### src/design/pst_pkg.sv
package pst_pkg;

    // ****************************************************************
    // Register map
    // ****************************************************************
    localparam logic [15:0] SIM_BASE   = 16'hf0e0;
    localparam logic [15:0] SEL_OFFSET = 16'h0018;
    localparam logic [15:0] SEL_ADDR   = SIM_BASE + SEL_OFFSET;
    localparam logic [15:0] SEL_RESET  = 16'h0000;
    // Reserved odd bits 11..1 never store
    localparam logic [15:0] SEL_WMASK  = 16'hf555;

    // ****************************************************************
    // Field positions
    // ****************************************************************
    localparam int TIMER_B_CH3_INPUT_SELECT_BIT = 15;
    localparam int TIMER_B_CH2_INPUT_SELECT_BIT = 14;
    localparam int TIMER_B_CH1_INPUT_SELECT_BIT = 13;
    localparam int TIMER_B_CH0_INPUT_SELECT_BIT = 12;
    localparam int E7_BIT    = 10;
    localparam int E6_BIT    = 8;
    localparam int E5_BIT    = 6;
    localparam int E4_BIT    = 4;
    localparam int F8_BIT    = 2;
    localparam int A0_BIT    = 0;

    // ****************************************************************
    // Pad indices
    // ****************************************************************
    localparam int PAD_F7  = 0;
    localparam int PAD_F6  = 1;
    localparam int PAD_F8  = 2;
    localparam int PAD_C2  = 3;
    localparam int PAD_E7  = 4;
    localparam int PAD_E6  = 5;
    localparam int PAD_E5  = 6;
    localparam int PAD_E4  = 7;
    localparam int PAD_A0  = 8;
    localparam int NPAD    = 9;
    localparam int NDIG    = 8;

    // Serial receive idles high while the pad is not routed
    localparam logic RX_IDLE = 1'b1;

    // Pad owned by the function that the select value names
    function automatic logic owns(input logic en,
                                  input logic sel,
                                  input logic want);
        owns = en & (sel == want);
    endfunction

endpackage

### src/design/pst_reg_if.sv
`timescale 1ns/10ps
`default_nettype none
interface pst_reg_if;
    logic        wr_stb;
    logic [15:0] wr_data;
    logic [15:0] rd_data;

    modport bus (
        output wr_stb,
        output wr_data,
        input  rd_data
    );
    modport core (
        input  wr_stb,
        input  wr_data,
        output rd_data
    );
endinterface
`default_nettype wire

### src/design/pst_sync3.sv
`timescale 1ns/10ps
`default_nettype none
module pst_sync3 #(
    parameter int W = 1
) (
    input  wire logic         i_clk,
    input  wire logic         i_rstn,
    input  wire logic [W-1:0] i_async,
    output logic      [W-1:0] o_sync
);
    logic [W-1:0] s1_r;
    logic [W-1:0] s2_r;
    logic [W-1:0] s3_r;

    always_ff @(posedge i_clk or negedge i_rstn) begin
        if (!i_rstn) begin
            s1_r <= '0;
            s2_r <= '0;
            s3_r <= '0;
        end else begin
            s1_r <= i_async;
            s2_r <= s1_r;
            s3_r <= s2_r;
        end
    end

    // Change taken only once stages two and three agree
    always_ff @(posedge i_clk or negedge i_rstn) begin
        if (!i_rstn) begin
            o_sync <= '0;
        end else begin
            o_sync <= (s2_r & s3_r) | (o_sync & (s2_r | s3_r));
        end
    end
endmodule
`default_nettype wire

### src/design/pst_avmm_slave.sv
`timescale 1ns/10ps
`default_nettype none
module pst_avmm_slave (
    input  wire logic        i_clk,
    input  wire logic        i_rstn,
    input  wire logic [15:0] i_avs_address,
    input  wire logic        i_avs_read,
    input  wire logic        i_avs_write,
    input  wire logic [3:0]  i_avs_byteenable,
    input  wire logic [31:0] i_avs_writedata,
    output logic      [31:0] o_avs_readdata,
    output logic             o_avs_waitrequest,
    pst_reg_if.bus           reg_bus
);
    logic req;
    logic hit;
    logic [15:0] lane_mask;

    assign req       = i_avs_read | i_avs_write;
    assign hit       = (i_avs_address == pst_pkg::SEL_ADDR); // RQ1
    assign lane_mask = {{8{i_avs_byteenable[1]}}, {8{i_avs_byteenable[0]}}};

    // ****************************************************************
    // One wait state, then the answer edge
    // ****************************************************************
    always_ff @(posedge i_clk or negedge i_rstn) begin
        if (!i_rstn) begin
            o_avs_waitrequest <= 1'b1;
        end else begin
            o_avs_waitrequest <= ~(req & o_avs_waitrequest);
        end
    end

    // Unmapped reads return zero
    always_ff @(posedge i_clk or negedge i_rstn) begin
        if (!i_rstn) begin
            o_avs_readdata <= '0;
        end else if (i_avs_read && o_avs_waitrequest) begin
            o_avs_readdata <= hit ? {16'h0000, reg_bus.rd_data} : '0;
        end
    end

    // Merge keeps unselected byte lanes
    assign reg_bus.wr_stb  = i_avs_write & ~o_avs_waitrequest & hit;
    assign reg_bus.wr_data = (i_avs_writedata[15:0] & lane_mask)
                           | (reg_bus.rd_data & ~lane_mask);
endmodule
`default_nettype wire

### src/design/pst_top.sv
`timescale 1ns/10ps
`default_nettype none
// Function
// RQ1 - Select register answers at base 0xf0e0 plus offset 0x18.
// RQ2 - Single-function pins need no field; function follows enable bit.
// RQ3 - Each timer B field picks pad or crossbar output as input.
// RQ4 - Software enables the pad and routes it when a pad feeds timer B.
// RQ5 - Bit 15: timer B3 from port F pin 7 or crossbar output 29.
// RQ6 - Bit 14: timer B2 from port F pin 6 or crossbar output 28.
// RQ7 - Bit 13: timer B1 from port F pin 8 or crossbar output 27.
// RQ8 - Bit 12: timer B0 from port C pin 2 or crossbar output 26.
// RQ9 - Bit 10: E7 is PWM3 A both ways, or crossbar input 5.
// RQ10 - Bit 8: E6 is PWM3 B both ways, or crossbar input 4.
// RQ11 - Bit 6: E5 is PWM2 A both ways, or crossbar input 3.
// RQ12 - Bit 4: E4 is PWM2 B both ways, or crossbar input 2.
// RQ13 - Bit 2: F8 is serial 0 receive, or timer B channel 1 both ways.
// RQ14 - Bit 0: A0 is analog ADC/comparator A, or drives comparator C out.
// RQ15 - Odd bits 11 down to 1 are read-only zero.
// RQ16 - Fields clear on reset; reserved-bit writes are ignored.
module pst_top (
    input  wire logic        i_clk,
    input  wire logic        i_rstn,
    input  wire logic [15:0] i_avs_address,
    input  wire logic        i_avs_read,
    input  wire logic        i_avs_write,
    input  wire logic [3:0]  i_avs_byteenable,
    input  wire logic [31:0] i_avs_writedata,
    output logic      [31:0] o_avs_readdata,
    output logic             o_avs_waitrequest,
    input  wire logic [8:0]  i_pad_function_enable,
    input  wire logic [7:0]  i_pad_in,
    output logic      [8:0]  o_pad_out,
    output logic      [8:0]  o_pad_oe,
    input  wire logic [3:0]  i_crossbar_output,
    output logic      [3:0]  o_crossbar_input,
    input  wire logic [3:0]  i_pwm_out,
    input  wire logic [3:0]  i_pwm_oe,
    output logic      [3:0]  o_pwm_in,
    input  wire logic        i_timer_b_ch1_out,
    input  wire logic        i_timer_b_ch1_oe,
    output logic      [3:0]  o_timer_b_input,
    output logic             o_serial0_receive,
    input  wire logic        i_comparator_c_output,
    output logic             o_adc_a0_analog_en,
    output logic      [15:0] o_select_value
);
    logic [15:0] sel_r;
    logic [7:0]  pad_s;
    logic [8:0]  en;
    pst_reg_if   rif ();

    // ****************************************************************
    // Register access
    // ****************************************************************
    pst_avmm_slave u_bus (
        .i_clk             (i_clk),
        .i_rstn            (i_rstn),
        .i_avs_address     (i_avs_address),
        .i_avs_read        (i_avs_read),
        .i_avs_write       (i_avs_write),
        .i_avs_byteenable  (i_avs_byteenable),
        .i_avs_writedata   (i_avs_writedata),
        .o_avs_readdata    (o_avs_readdata),
        .o_avs_waitrequest (o_avs_waitrequest),
        .reg_bus           (rif.bus)
    );

    assign rif.rd_data = sel_r;
    assign en          = i_pad_function_enable;

    // Reserved bits masked off so they can never read back as one
    always_ff @(posedge i_clk or negedge i_rstn) begin
        if (!i_rstn) begin
            sel_r <= pst_pkg::SEL_RESET; // RQ16
        end else if (rif.wr_stb) begin
            sel_r <= rif.wr_data & pst_pkg::SEL_WMASK; // RQ15 RQ16
        end
    end

    always_ff @(posedge i_clk or negedge i_rstn) begin
        if (!i_rstn) begin
            o_select_value <= pst_pkg::SEL_RESET;
        end else begin
            o_select_value <= sel_r;
        end
    end

    // ****************************************************************
    // Pad inputs
    // ****************************************************************
    // Pads are asynchronous; adds four cycles of input latency
    pst_sync3 #(
        .W (pst_pkg::NDIG)
    ) u_sync (
        .i_clk   (i_clk),
        .i_rstn  (i_rstn),
        .i_async (i_pad_in),
        .o_sync  (pad_s)
    );

    // ****************************************************************
    // Timer B input selection
    // ****************************************************************
    // Pad path relies on software enabling and routing the pad
    always_ff @(posedge i_clk or negedge i_rstn) begin
        if (!i_rstn) begin
            o_timer_b_input <= '0;
        end else begin
            o_timer_b_input[3] <= sel_r[pst_pkg::TIMER_B_CH3_INPUT_SELECT_BIT]
                                ? i_crossbar_output[3]
                                : pad_s[pst_pkg::PAD_F7]; // RQ3 RQ5 RQ4
            o_timer_b_input[2] <= sel_r[pst_pkg::TIMER_B_CH2_INPUT_SELECT_BIT]
                                ? i_crossbar_output[2]
                                : pad_s[pst_pkg::PAD_F6]; // RQ3 RQ6
            o_timer_b_input[1] <= sel_r[pst_pkg::TIMER_B_CH1_INPUT_SELECT_BIT]
                                ? i_crossbar_output[1]
                                : pad_s[pst_pkg::PAD_F8]; // RQ3 RQ7
            o_timer_b_input[0] <= sel_r[pst_pkg::TIMER_B_CH0_INPUT_SELECT_BIT]
                                ? i_crossbar_output[0]
                                : pad_s[pst_pkg::PAD_C2]; // RQ3 RQ8
        end
    end

    // ****************************************************************
    // Port E pins: PWM or crossbar input
    // ****************************************************************
    always_ff @(posedge i_clk or negedge i_rstn) begin
        if (!i_rstn) begin
            o_pwm_in <= '0;
        end else begin
            o_pwm_in[3] <= pst_pkg::owns(en[pst_pkg::PAD_E7],
                               sel_r[pst_pkg::E7_BIT], 1'b0)
                         & pad_s[pst_pkg::PAD_E7]; // RQ9
            o_pwm_in[2] <= pst_pkg::owns(en[pst_pkg::PAD_E6],
                               sel_r[pst_pkg::E6_BIT], 1'b0)
                         & pad_s[pst_pkg::PAD_E6]; // RQ10
            o_pwm_in[1] <= pst_pkg::owns(en[pst_pkg::PAD_E5],
                               sel_r[pst_pkg::E5_BIT], 1'b0)
                         & pad_s[pst_pkg::PAD_E5]; // RQ11
            o_pwm_in[0] <= pst_pkg::owns(en[pst_pkg::PAD_E4],
                               sel_r[pst_pkg::E4_BIT], 1'b0)
                         & pad_s[pst_pkg::PAD_E4]; // RQ12
        end
    end

    always_ff @(posedge i_clk or negedge i_rstn) begin
        if (!i_rstn) begin
            o_crossbar_input <= '0;
        end else begin
            o_crossbar_input[3] <= pst_pkg::owns(en[pst_pkg::PAD_E7],
                                       sel_r[pst_pkg::E7_BIT], 1'b1)
                                 & pad_s[pst_pkg::PAD_E7]; // RQ9
            o_crossbar_input[2] <= pst_pkg::owns(en[pst_pkg::PAD_E6],
                                       sel_r[pst_pkg::E6_BIT], 1'b1)
                                 & pad_s[pst_pkg::PAD_E6]; // RQ10
            o_crossbar_input[1] <= pst_pkg::owns(en[pst_pkg::PAD_E5],
                                       sel_r[pst_pkg::E5_BIT], 1'b1)
                                 & pad_s[pst_pkg::PAD_E5]; // RQ11
            o_crossbar_input[0] <= pst_pkg::owns(en[pst_pkg::PAD_E4],
                                       sel_r[pst_pkg::E4_BIT], 1'b1)
                                 & pad_s[pst_pkg::PAD_E4]; // RQ12
        end
    end

    // ****************************************************************
    // Serial receive on port F pin 8
    // ****************************************************************
    always_ff @(posedge i_clk or negedge i_rstn) begin
        if (!i_rstn) begin
            o_serial0_receive <= pst_pkg::RX_IDLE;
        end else if (pst_pkg::owns(en[pst_pkg::PAD_F8],
                         sel_r[pst_pkg::F8_BIT], 1'b0)) begin
            o_serial0_receive <= pad_s[pst_pkg::PAD_F8]; // RQ13
        end else begin
            o_serial0_receive <= pst_pkg::RX_IDLE;
        end
    end

    // ****************************************************************
    // Analog path on port A pin 0
    // ****************************************************************
    always_ff @(posedge i_clk or negedge i_rstn) begin
        if (!i_rstn) begin
            o_adc_a0_analog_en <= 1'b0;
        end else begin
            o_adc_a0_analog_en <= pst_pkg::owns(en[pst_pkg::PAD_A0],
                                      sel_r[pst_pkg::A0_BIT], 1'b0); // RQ14
        end
    end

    // ****************************************************************
    // Pad drivers
    // ****************************************************************
    // Inputs-only pads (F7, F6, C2) never drive
    always_ff @(posedge i_clk or negedge i_rstn) begin
        if (!i_rstn) begin
            o_pad_out <= '0;
        end else begin
            o_pad_out[pst_pkg::PAD_F7] <= 1'b0;
            o_pad_out[pst_pkg::PAD_F6] <= 1'b0;
            o_pad_out[pst_pkg::PAD_C2] <= 1'b0;
            o_pad_out[pst_pkg::PAD_E7] <= i_pwm_out[3]; // RQ9
            o_pad_out[pst_pkg::PAD_E6] <= i_pwm_out[2]; // RQ10
            o_pad_out[pst_pkg::PAD_E5] <= i_pwm_out[1]; // RQ11
            o_pad_out[pst_pkg::PAD_E4] <= i_pwm_out[0]; // RQ12
            o_pad_out[pst_pkg::PAD_F8] <= i_timer_b_ch1_out; // RQ13
            o_pad_out[pst_pkg::PAD_A0] <= i_comparator_c_output; // RQ14
        end
    end

    // Enables gated by function enable so GPIO keeps the pad otherwise
    always_ff @(posedge i_clk or negedge i_rstn) begin
        if (!i_rstn) begin
            o_pad_oe <= '0;
        end else begin
            o_pad_oe[pst_pkg::PAD_F7] <= 1'b0;
            o_pad_oe[pst_pkg::PAD_F6] <= 1'b0;
            o_pad_oe[pst_pkg::PAD_C2] <= 1'b0;
            o_pad_oe[pst_pkg::PAD_E7] <= i_pwm_oe[3]
                & pst_pkg::owns(en[pst_pkg::PAD_E7],
                      sel_r[pst_pkg::E7_BIT], 1'b0); // RQ9
            o_pad_oe[pst_pkg::PAD_E6] <= i_pwm_oe[2]
                & pst_pkg::owns(en[pst_pkg::PAD_E6],
                      sel_r[pst_pkg::E6_BIT], 1'b0); // RQ10
            o_pad_oe[pst_pkg::PAD_E5] <= i_pwm_oe[1]
                & pst_pkg::owns(en[pst_pkg::PAD_E5],
                      sel_r[pst_pkg::E5_BIT], 1'b0); // RQ11
            o_pad_oe[pst_pkg::PAD_E4] <= i_pwm_oe[0]
                & pst_pkg::owns(en[pst_pkg::PAD_E4],
                      sel_r[pst_pkg::E4_BIT], 1'b0); // RQ12
            o_pad_oe[pst_pkg::PAD_F8] <= i_timer_b_ch1_oe
                & pst_pkg::owns(en[pst_pkg::PAD_F8],
                      sel_r[pst_pkg::F8_BIT], 1'b1); // RQ13
            o_pad_oe[pst_pkg::PAD_A0] <= pst_pkg::owns(en[pst_pkg::PAD_A0],
                      sel_r[pst_pkg::A0_BIT], 1'b1); // RQ14 RQ2
        end
    end

endmodule
`default_nettype wire

### config.mk
export PLATFORM = sky130hd
export DESIGN_NAME = pst_top
export DESIGN_NICKNAME = d
export VERILOG_FILES = /design/src/design/pst_pkg.sv /design/src/design/pst_reg_if.sv /design/src/design/pst_sync3.sv /design/src/design/pst_avmm_slave.sv /design/src/design/pst_top.sv
export SDC_FILE = /design/constraint.sdc
export NUM_CORES = 1
export LEC_CHECK = 0
export BUFFER_PORTS_ARGS = -buffer_cell sky130_fd_sc_hd__buf_2
export CAP_MARGIN = 30
export CELL_PAD_IN_SITES_DETAIL_PLACEMENT = 0
export CELL_PAD_IN_SITES_GLOBAL_PLACEMENT = 2
export CORE_MARGIN = 2
export CORE_UTILIZATION = 30
export CTS_BUF_LIST = sky130_fd_sc_hd__clkbuf_16
export DETAILED_ROUTE_END_ITERATION = 6
export GPL_TIMING_DRIVEN = 0
export PLACE_DENSITY_LB_ADDON = 0.12
export SLEW_MARGIN = 10
export SYNTH_ARGS = -nofsm -noshare
export SYNTH_HDL_FRONTEND = slang
export SYNTH_SLANG_ARGS = --single-unit
### constraint.sdc
create_clock -name i_clk -period 1.75 [get_ports i_clk]
set_input_delay 0.35 -clock i_clk [delete_from_list [all_inputs] [get_ports i_clk]]
set_output_delay 0.35 -clock i_clk [all_outputs]
set_load 0.1 [all_outputs]
==> impl_metrics.json, run 1 <==
{
  "synth-seq-area-share": 0.717,
  "min_path_type": "in2async",
  "wl_met3_microns": 481,
  "yosysUniqueCellTypes": 22,
  "switching_share": 0.296,
  "startpoint_type": "flop",
  "root_buffer": "clkbuf_16",
  "whs_ns": 0.00733,
  "p_sw_mw": 1.49,
  "clk_pin_slew_ns": 0.06,
  "drcViolationCount": 0,
  "crit_chain": "buf_2",
  "cts_tree": "done",
  "drtIter0Drc": 26,
  "antenna_found_initial": 0,
  "synth_area_sq_mm": 0.00311,
  "fin_area_sq_mm": 0.00429,
  "irDropWorstVdd_v": 0.000544,
  "pwr-share-seq": 0.430,
  "post_dp_cell_area_sq_mm": 0.00397,
  "min_period_ns": 1.65,
  "end_kind": "output pin",
  "skew_ns": 0.00245,
  "fin_crit_sh": 0.945,
  "die_w_microns": 106,
  "critPathTopFamily": "flip-flops",
  "area_growth_pct": 37.9,
  "crit_slowest_cell": "dfstp_2",
  "crit_arrival_ns": 1.30,
  "diodes": 0,
  "postCtsHoldBufs": 0,
  "grt_pass1_vias": 1797,
  "grt_max_degree": 50,
  "pwr_density_cell_mw_per_mm2": 1180,
  "slew_headroom": 0.613,
  "m1WireLength_mm": 2.44,
  "final_cells": 484,
  "report.final.slew_viol_count": 0,
  "synthCells": 191,
  "combPwrFrac": 0.167,
  "drive_gt1_frac": 0.514,
  "path_max_fanout": 4,
  "yosysMostFrequentCell": "dfrtp_1",
  "max_freq_mhz": 604,
  "grt.total_usage": 0.108,
  "worstMarginPinSlew_ns": 0.580,
  "avgRoutedWirePerCell_microns": 11.9,
  "ys_seq_elements": 89,
  "worst_ep_required_time_ns": 1.40,
  "grt_pass1_wl_mm": 9.24,
  "dp.cells": 468,
  "yosys-top-cells-area": "dfrtp_1 70%, buf_4 8.2%, mux2_2 2.9%",
  "port-buffer-count": 107,
  "nets": 431,
  "synth.top_cells.by_count": "87 x dfrtp_1, 34 x buf_4, 10 x a22o_1",
  "start_util": 0.305,
  "yosysTopAreaCell": "dfrtp_1",
  "multi_input_area_sq_um": 744,
  "syn_area_per_cell_sq_um": 16.3,
  "synth_warnings": 0,
  "core_sq_mm": 0.0102,
  "grt_setup_unrepaired": "false",
  "gp_congestion": 0.662,
  "num_vias": 1842,
  "synth-main-ff-cell": "dfrtp_1",
  "cts_resized": 0,
  "outcome": "complete, no violations",
  "setup_viol": 0,
  "power_leakage_nw": 2.35,
  "rows": 37,
  "pwr-share-clk": 0.402,
  "post-cts-setup-buffers": 0,
  "synth_top_area_frac": 0.700,
  "cts_made_buffers": 9,
  "cts_max_level": 3,
  "maxCapViolations": 0,
  "clock_path_buffers": 2,
  "drtPass1Iterations": 4,
  "hold_viol_final": 0,
  "cts.sinks": 89,
  "clock_latency_ns": 0.32,
  "highest_layer": "met4",
  "die_h_microns": 106,
  "dp_hpwl_mm": 4.16,
  "crit_type": "reg2out",
  "final_core_util": 0.421,
  "fill_cells": 986,
  "power.total_mw": 5.05,
  "dr_wl_met2_mm": 2.75,
  "p_int_mw": 3.55,
  "path_buf_inv": 1,
  "finalWirelength_mm": 5.74,
  "synth_enable_flop_cells": 0,
  "max_stage_delay_ns": 0.55,
  "final_antenna_net_count": 0,
  "viasPerCell": 3.81,
  "seq_area_sq_mm": 0.00223,
  "ys_async_sr_fraction": 1.00,
  "dieArea_sq_mm": 0.0112,
  "grt_overflow": 0,
  "ios": 169
}
[layout by cell type (no fill, tap or decap), drive strengths merged]
cell type,n
a22o,10
and2,1
and3,5
and3b,4
and4,1
and4b,1
buf,142
bufinv,2
clkbuf,10
clkinv,5
conb,34
dfrtp,87
dfstp,2
maj3,8
mux2,14
nand2,8
nand4,1
nor2,8
nor2b,2
nor4b,2
o21ai,1
[cells by family after synthesis]
group                      Yosys count  share of synthesized area
DFF                                 89                      0.717
buffers and inverters               35                     0.0833
muxes                               14                     0.0580
other                                1                    0.00121
and+or+nand+nor                     33                     0.0849
adders and majority gates            8                     0.0258
AOI/OAI and AO/OA                   11                     0.0298
[per-stage QoR]
stage | worst slack [ns] | setup TNS (ns)
2_1_floorplan | 0.121 | 0
3_3_place_gp | -0.448 | -38.32
3_5_place_dp | 0.0125 | 0
4_1_cts | 0.0747 | 0
5_1_grt | 0.0527 | 0
6_report | 0.0957 | 0
[final cells by class]
class                           count  area share
Buffer                             35      0.0604
Clock buffer                        9      0.0525
Clock inverter                      7      0.0222
Multi-Input combinational cell    100       0.174
Sequential cell                    89       0.520
Tap cell                          136      0.0397
Timing Repair Buffer              108       0.132
[power groups by stage]
stage          clock network (mW)  registers, mW  logic (mW)
2_1_floorplan                   0           2.46       0.428
3_3_place_gp                    0           2.21       0.836
6_report                     2.03           2.17       0.843
3_5_place_dp                    0           2.21       0.849
4_1_cts                      2.10           2.17       0.849
5_1_grt                      2.20           2.18       0.880
[final timing paths]
path / slack, ns / cells past startpoint / startpoint / endpoint
min in group i_clk: 0.12 / 1 / i_timer_b_ch1_out / o_pad_out[2]$_DFF_PN0_
max: 0.1 / 1 / u_bus.o_avs_waitrequest$_DFF_PN1_ / o_avs_waitrequest
max in group asynchronous: 1.07 / 2 / i_rstn / o_serial0_receive$_DFF_PN1_
min: 0.007 / 1 / i_rstn / o_crossbar_input[3]$_DFF_PN0_
min reg2reg: 0.35 / 0 / u_sync.s1_r[7]$_DFF_PN0_ / u_sync.s2_r[7]$_DFF_PN0_
max reg2reg: 0.40 / 3 / u_bus.o_avs_waitrequest$_DFF_PN1_ / u_bus.o_avs_readdata[2]$_DFFE_PN0P_
[worst register-to-register path, delay by kind of cell, from the launching register on]
kind	cells	cell delay, ns
buffers and inverters	1	0.29
AO/OA/AOI/OAI	1	0.31
flip-flops	1	0.55
AND/OR/NAND/NOR	1	0.09
[routing by layer]
metal / vias to the layer above / global-route usage
met4: 0 / 0.0451
met1: 863 / 0.132
met5: - / 0
met3: 6 / 0.0408
met2: 83 / 0.174
li1: 890 / -
(Power assumes the default switching activity.)
==> run 2: changes to the inputs <==
--- a/config.mk
+++ b/config.mk
@@ -11,7 +11,6 @@
 export CELL_PAD_IN_SITES_GLOBAL_PLACEMENT = 2
 export CORE_MARGIN = 2
 export CORE_UTILIZATION = 30
-export CTS_BUF_LIST = sky130_fd_sc_hd__clkbuf_16
 export DETAILED_ROUTE_END_ITERATION = 6
 export GPL_TIMING_DRIVEN = 0
 export PLACE_DENSITY_LB_ADDON = 0.12
==> run 2 against run 1 <==
Effect of this change:
- via count barely moved
- critical path type unchanged
- utilization fell by 0.80 points
- register-to-register slack got worse by 0.03 ns
- non-clock buffer count rose by 1
- sequential share of layout area rose by 1.0 points
- final cell count rose by 0.21%
- fmax fell by 1.9%
- clock power fell by 22%
- hold slack improved by 0.088 ns
- count of clock-buffer cells in the layout rose by 1
- global-route usage rose by 0.079 points
- die area did not move
==> impl_metrics.json, run 2 (synthesized netlist as in run 1, its figures left out) <==
{
  "outcome": "complete, no violations",
  "fin_crit_sh": 0.963,
  "place_ws_ns": 0.0125,
  "cts.sinks": 89,
  "gp_congestion": 0.662,
  "grt.total_usage": 0.109,
  "port-buffer-count": 107,
  "startpoint_type": "flop",
  "viasPerCell": 3.80,
  "area_growth_pct": 35.3,
  "crit_chain": "buf_2",
  "clk_pin_slew_ns": 0.09,
  "drtPass1Iterations": 4,
  "post-cts-setup-buffers": 0,
  "fin_setup_tns_ns": 0,
  "finalWirelength_mm": 5.77,
  "worstMarginPinSlew_ns": 0.610,
  "crit_arrival_ns": 1.34,
  "avgRoutedWirePerCell_microns": 11.9,
  "grt_pass1_wl_mm": 9.23,
  "drtIter0Drc": 21,
  "pwr_density_cell_mw_per_mm2": 1090,
  "setup_slack_ns": 0.0640,
  "clock_latency_ns": 0.35,
  "min_path_type": "in2reg",
  "path_buf_inv": 1,
  "start_util": 0.305,
  "min_period_ns": 1.69,
  "drcViolationCount": 0,
  "rows": 37,
  "postCtsHoldBufs": 1,
  "hold_viol_final": 0,
  "clock_path_buffers": 2,
  "fill_cells": 998,
  "drive_gt1_frac": 0.516,
  "power_leakage_nw": 2.31,
  "root_buffer": "clkbuf_8",
  "cts_resized": 0,
  "cts_max_level": 3,
  "crit_type": "reg2out",
  "worst_ep_required_time_ns": 1.40,
  "irDropWorstVdd_v": 0.000540,
  "diodes": 0,
  "setup_viol": 0,
  "end_kind": "output pin",
  "dieArea_sq_mm": 0.0112,
  "max_freq_mhz": 593,
  "report.final.slew_viol_count": 0,
  "post_dp_cell_area_sq_mm": 0.00397,
  "grt_overflow": 0,
  "cts_tree": "done",
  "grt_pass1_vias": 1807,
  "die_h_microns": 106,
  "final_antenna_net_count": 0,
  "critPathTopFamily": "flip-flops",
  "fin_area_sq_mm": 0.00421,
  "dp_hpwl_mm": 4.16,
  "whs_ns": 0.0953,
  "skew_ns": 0.00655,
  "grt_setup_unrepaired": "false",
  "core_sq_mm": 0.0102,
  "num_vias": 1843,
  "cts_made_buffers": 9,
  "crit_slowest_cell": "dfstp_2",
  "grt_max_degree": 50,
  "maxCapViolations": 0,
  "die_w_microns": 106,
  "antenna_found_initial": 0,
  "layout.cells.most_common_list": "106 x buf_2, 87 x dfrtp_1, 35 x buf_4",
  "ios": 169,
  "max_stage_delay_ns": 0.55,
  "slew_headroom": 0.593,
  "layout_commonest_cell": "buf_2",
  "nets": 432,
  "path_max_fanout": 4
}
[run 2: cell types whose count changed in the layout (fill, tap and decap cells not counted), sizes merged]
cell         delta
clkbuf          +1
clkinv          -1
dlygate4sd3     +1
[run 2: path summary, 6_finish.rpt]
path	from	endpoint	slack, ns	cells past startpoint
max in group asynchronous	i_rstn	o_serial0_receive$_DFF_PN1_	0.56	3
worst max register to register	u_bus.o_avs_waitrequest$_DFF_PN1_	u_bus.o_avs_readdata[2]$_DFFE_PN0P_	0.37	3
worst max-delay path	u_bus.o_avs_waitrequest$_DFF_PN1_	o_avs_waitrequest	0.06	1
min in group asynchronous	i_rstn	o_pwm_in[3]$_DFF_PN0_	0.52	2
worst min-delay path	i_pad_in[0]	u_sync.s1_r[0]$_DFF_PN0_	0.1	1
worst min register to register	u_sync.s1_r[7]$_DFF_PN0_	u_sync.s2_r[7]$_DFF_PN0_	0.35	0
[run 2: final cells by class]
| cell class | instances | area, sq um | area share |
|---|---|---|---|
| clock buffers | 10 | 138 | 0.0327 |
| well taps | 136 | 170 | 0.0404 |
| flip-flops and latches | 89 | 2230 | 0.530 |
| repair buffers | 109 | 576 | 0.137 |
| plain buffers | 35 | 259 | 0.0616 |
| clock inverters | 6 | 91.3 | 0.0217 |
| multi-input cells | 100 | 744 | 0.177 |
[run 2: layer usage]
layer	up-vias	wire length, microns	track usage
met5	-	0	0
li1	887	-	-
met2	82	2730	0.176
met1	865	2440	0.129
met4	0	108	0.0479
met3	9	485	0.0427
[run 2: power by group]
part	internal, mW	switching (mW)	total (mW)
logic	0.163	0.683	0.846
registers	2.14	0.0320	2.17
clock network	0.848	0.727	1.58
total	3.15	1.44	4.59
[run 2: metrics by stage]
stage / utilization / power [mW] / instances
after floorplan: - / 2.89 / 224
final: 0.413 / 4.59 / 485
after global routing: 0.413 / 4.81 / 485
after global placement: 0.387 / 3.05 / 467
after detailed placement: 0.390 / 3.06 / 468
after CTS: 0.413 / 4.67 / 485
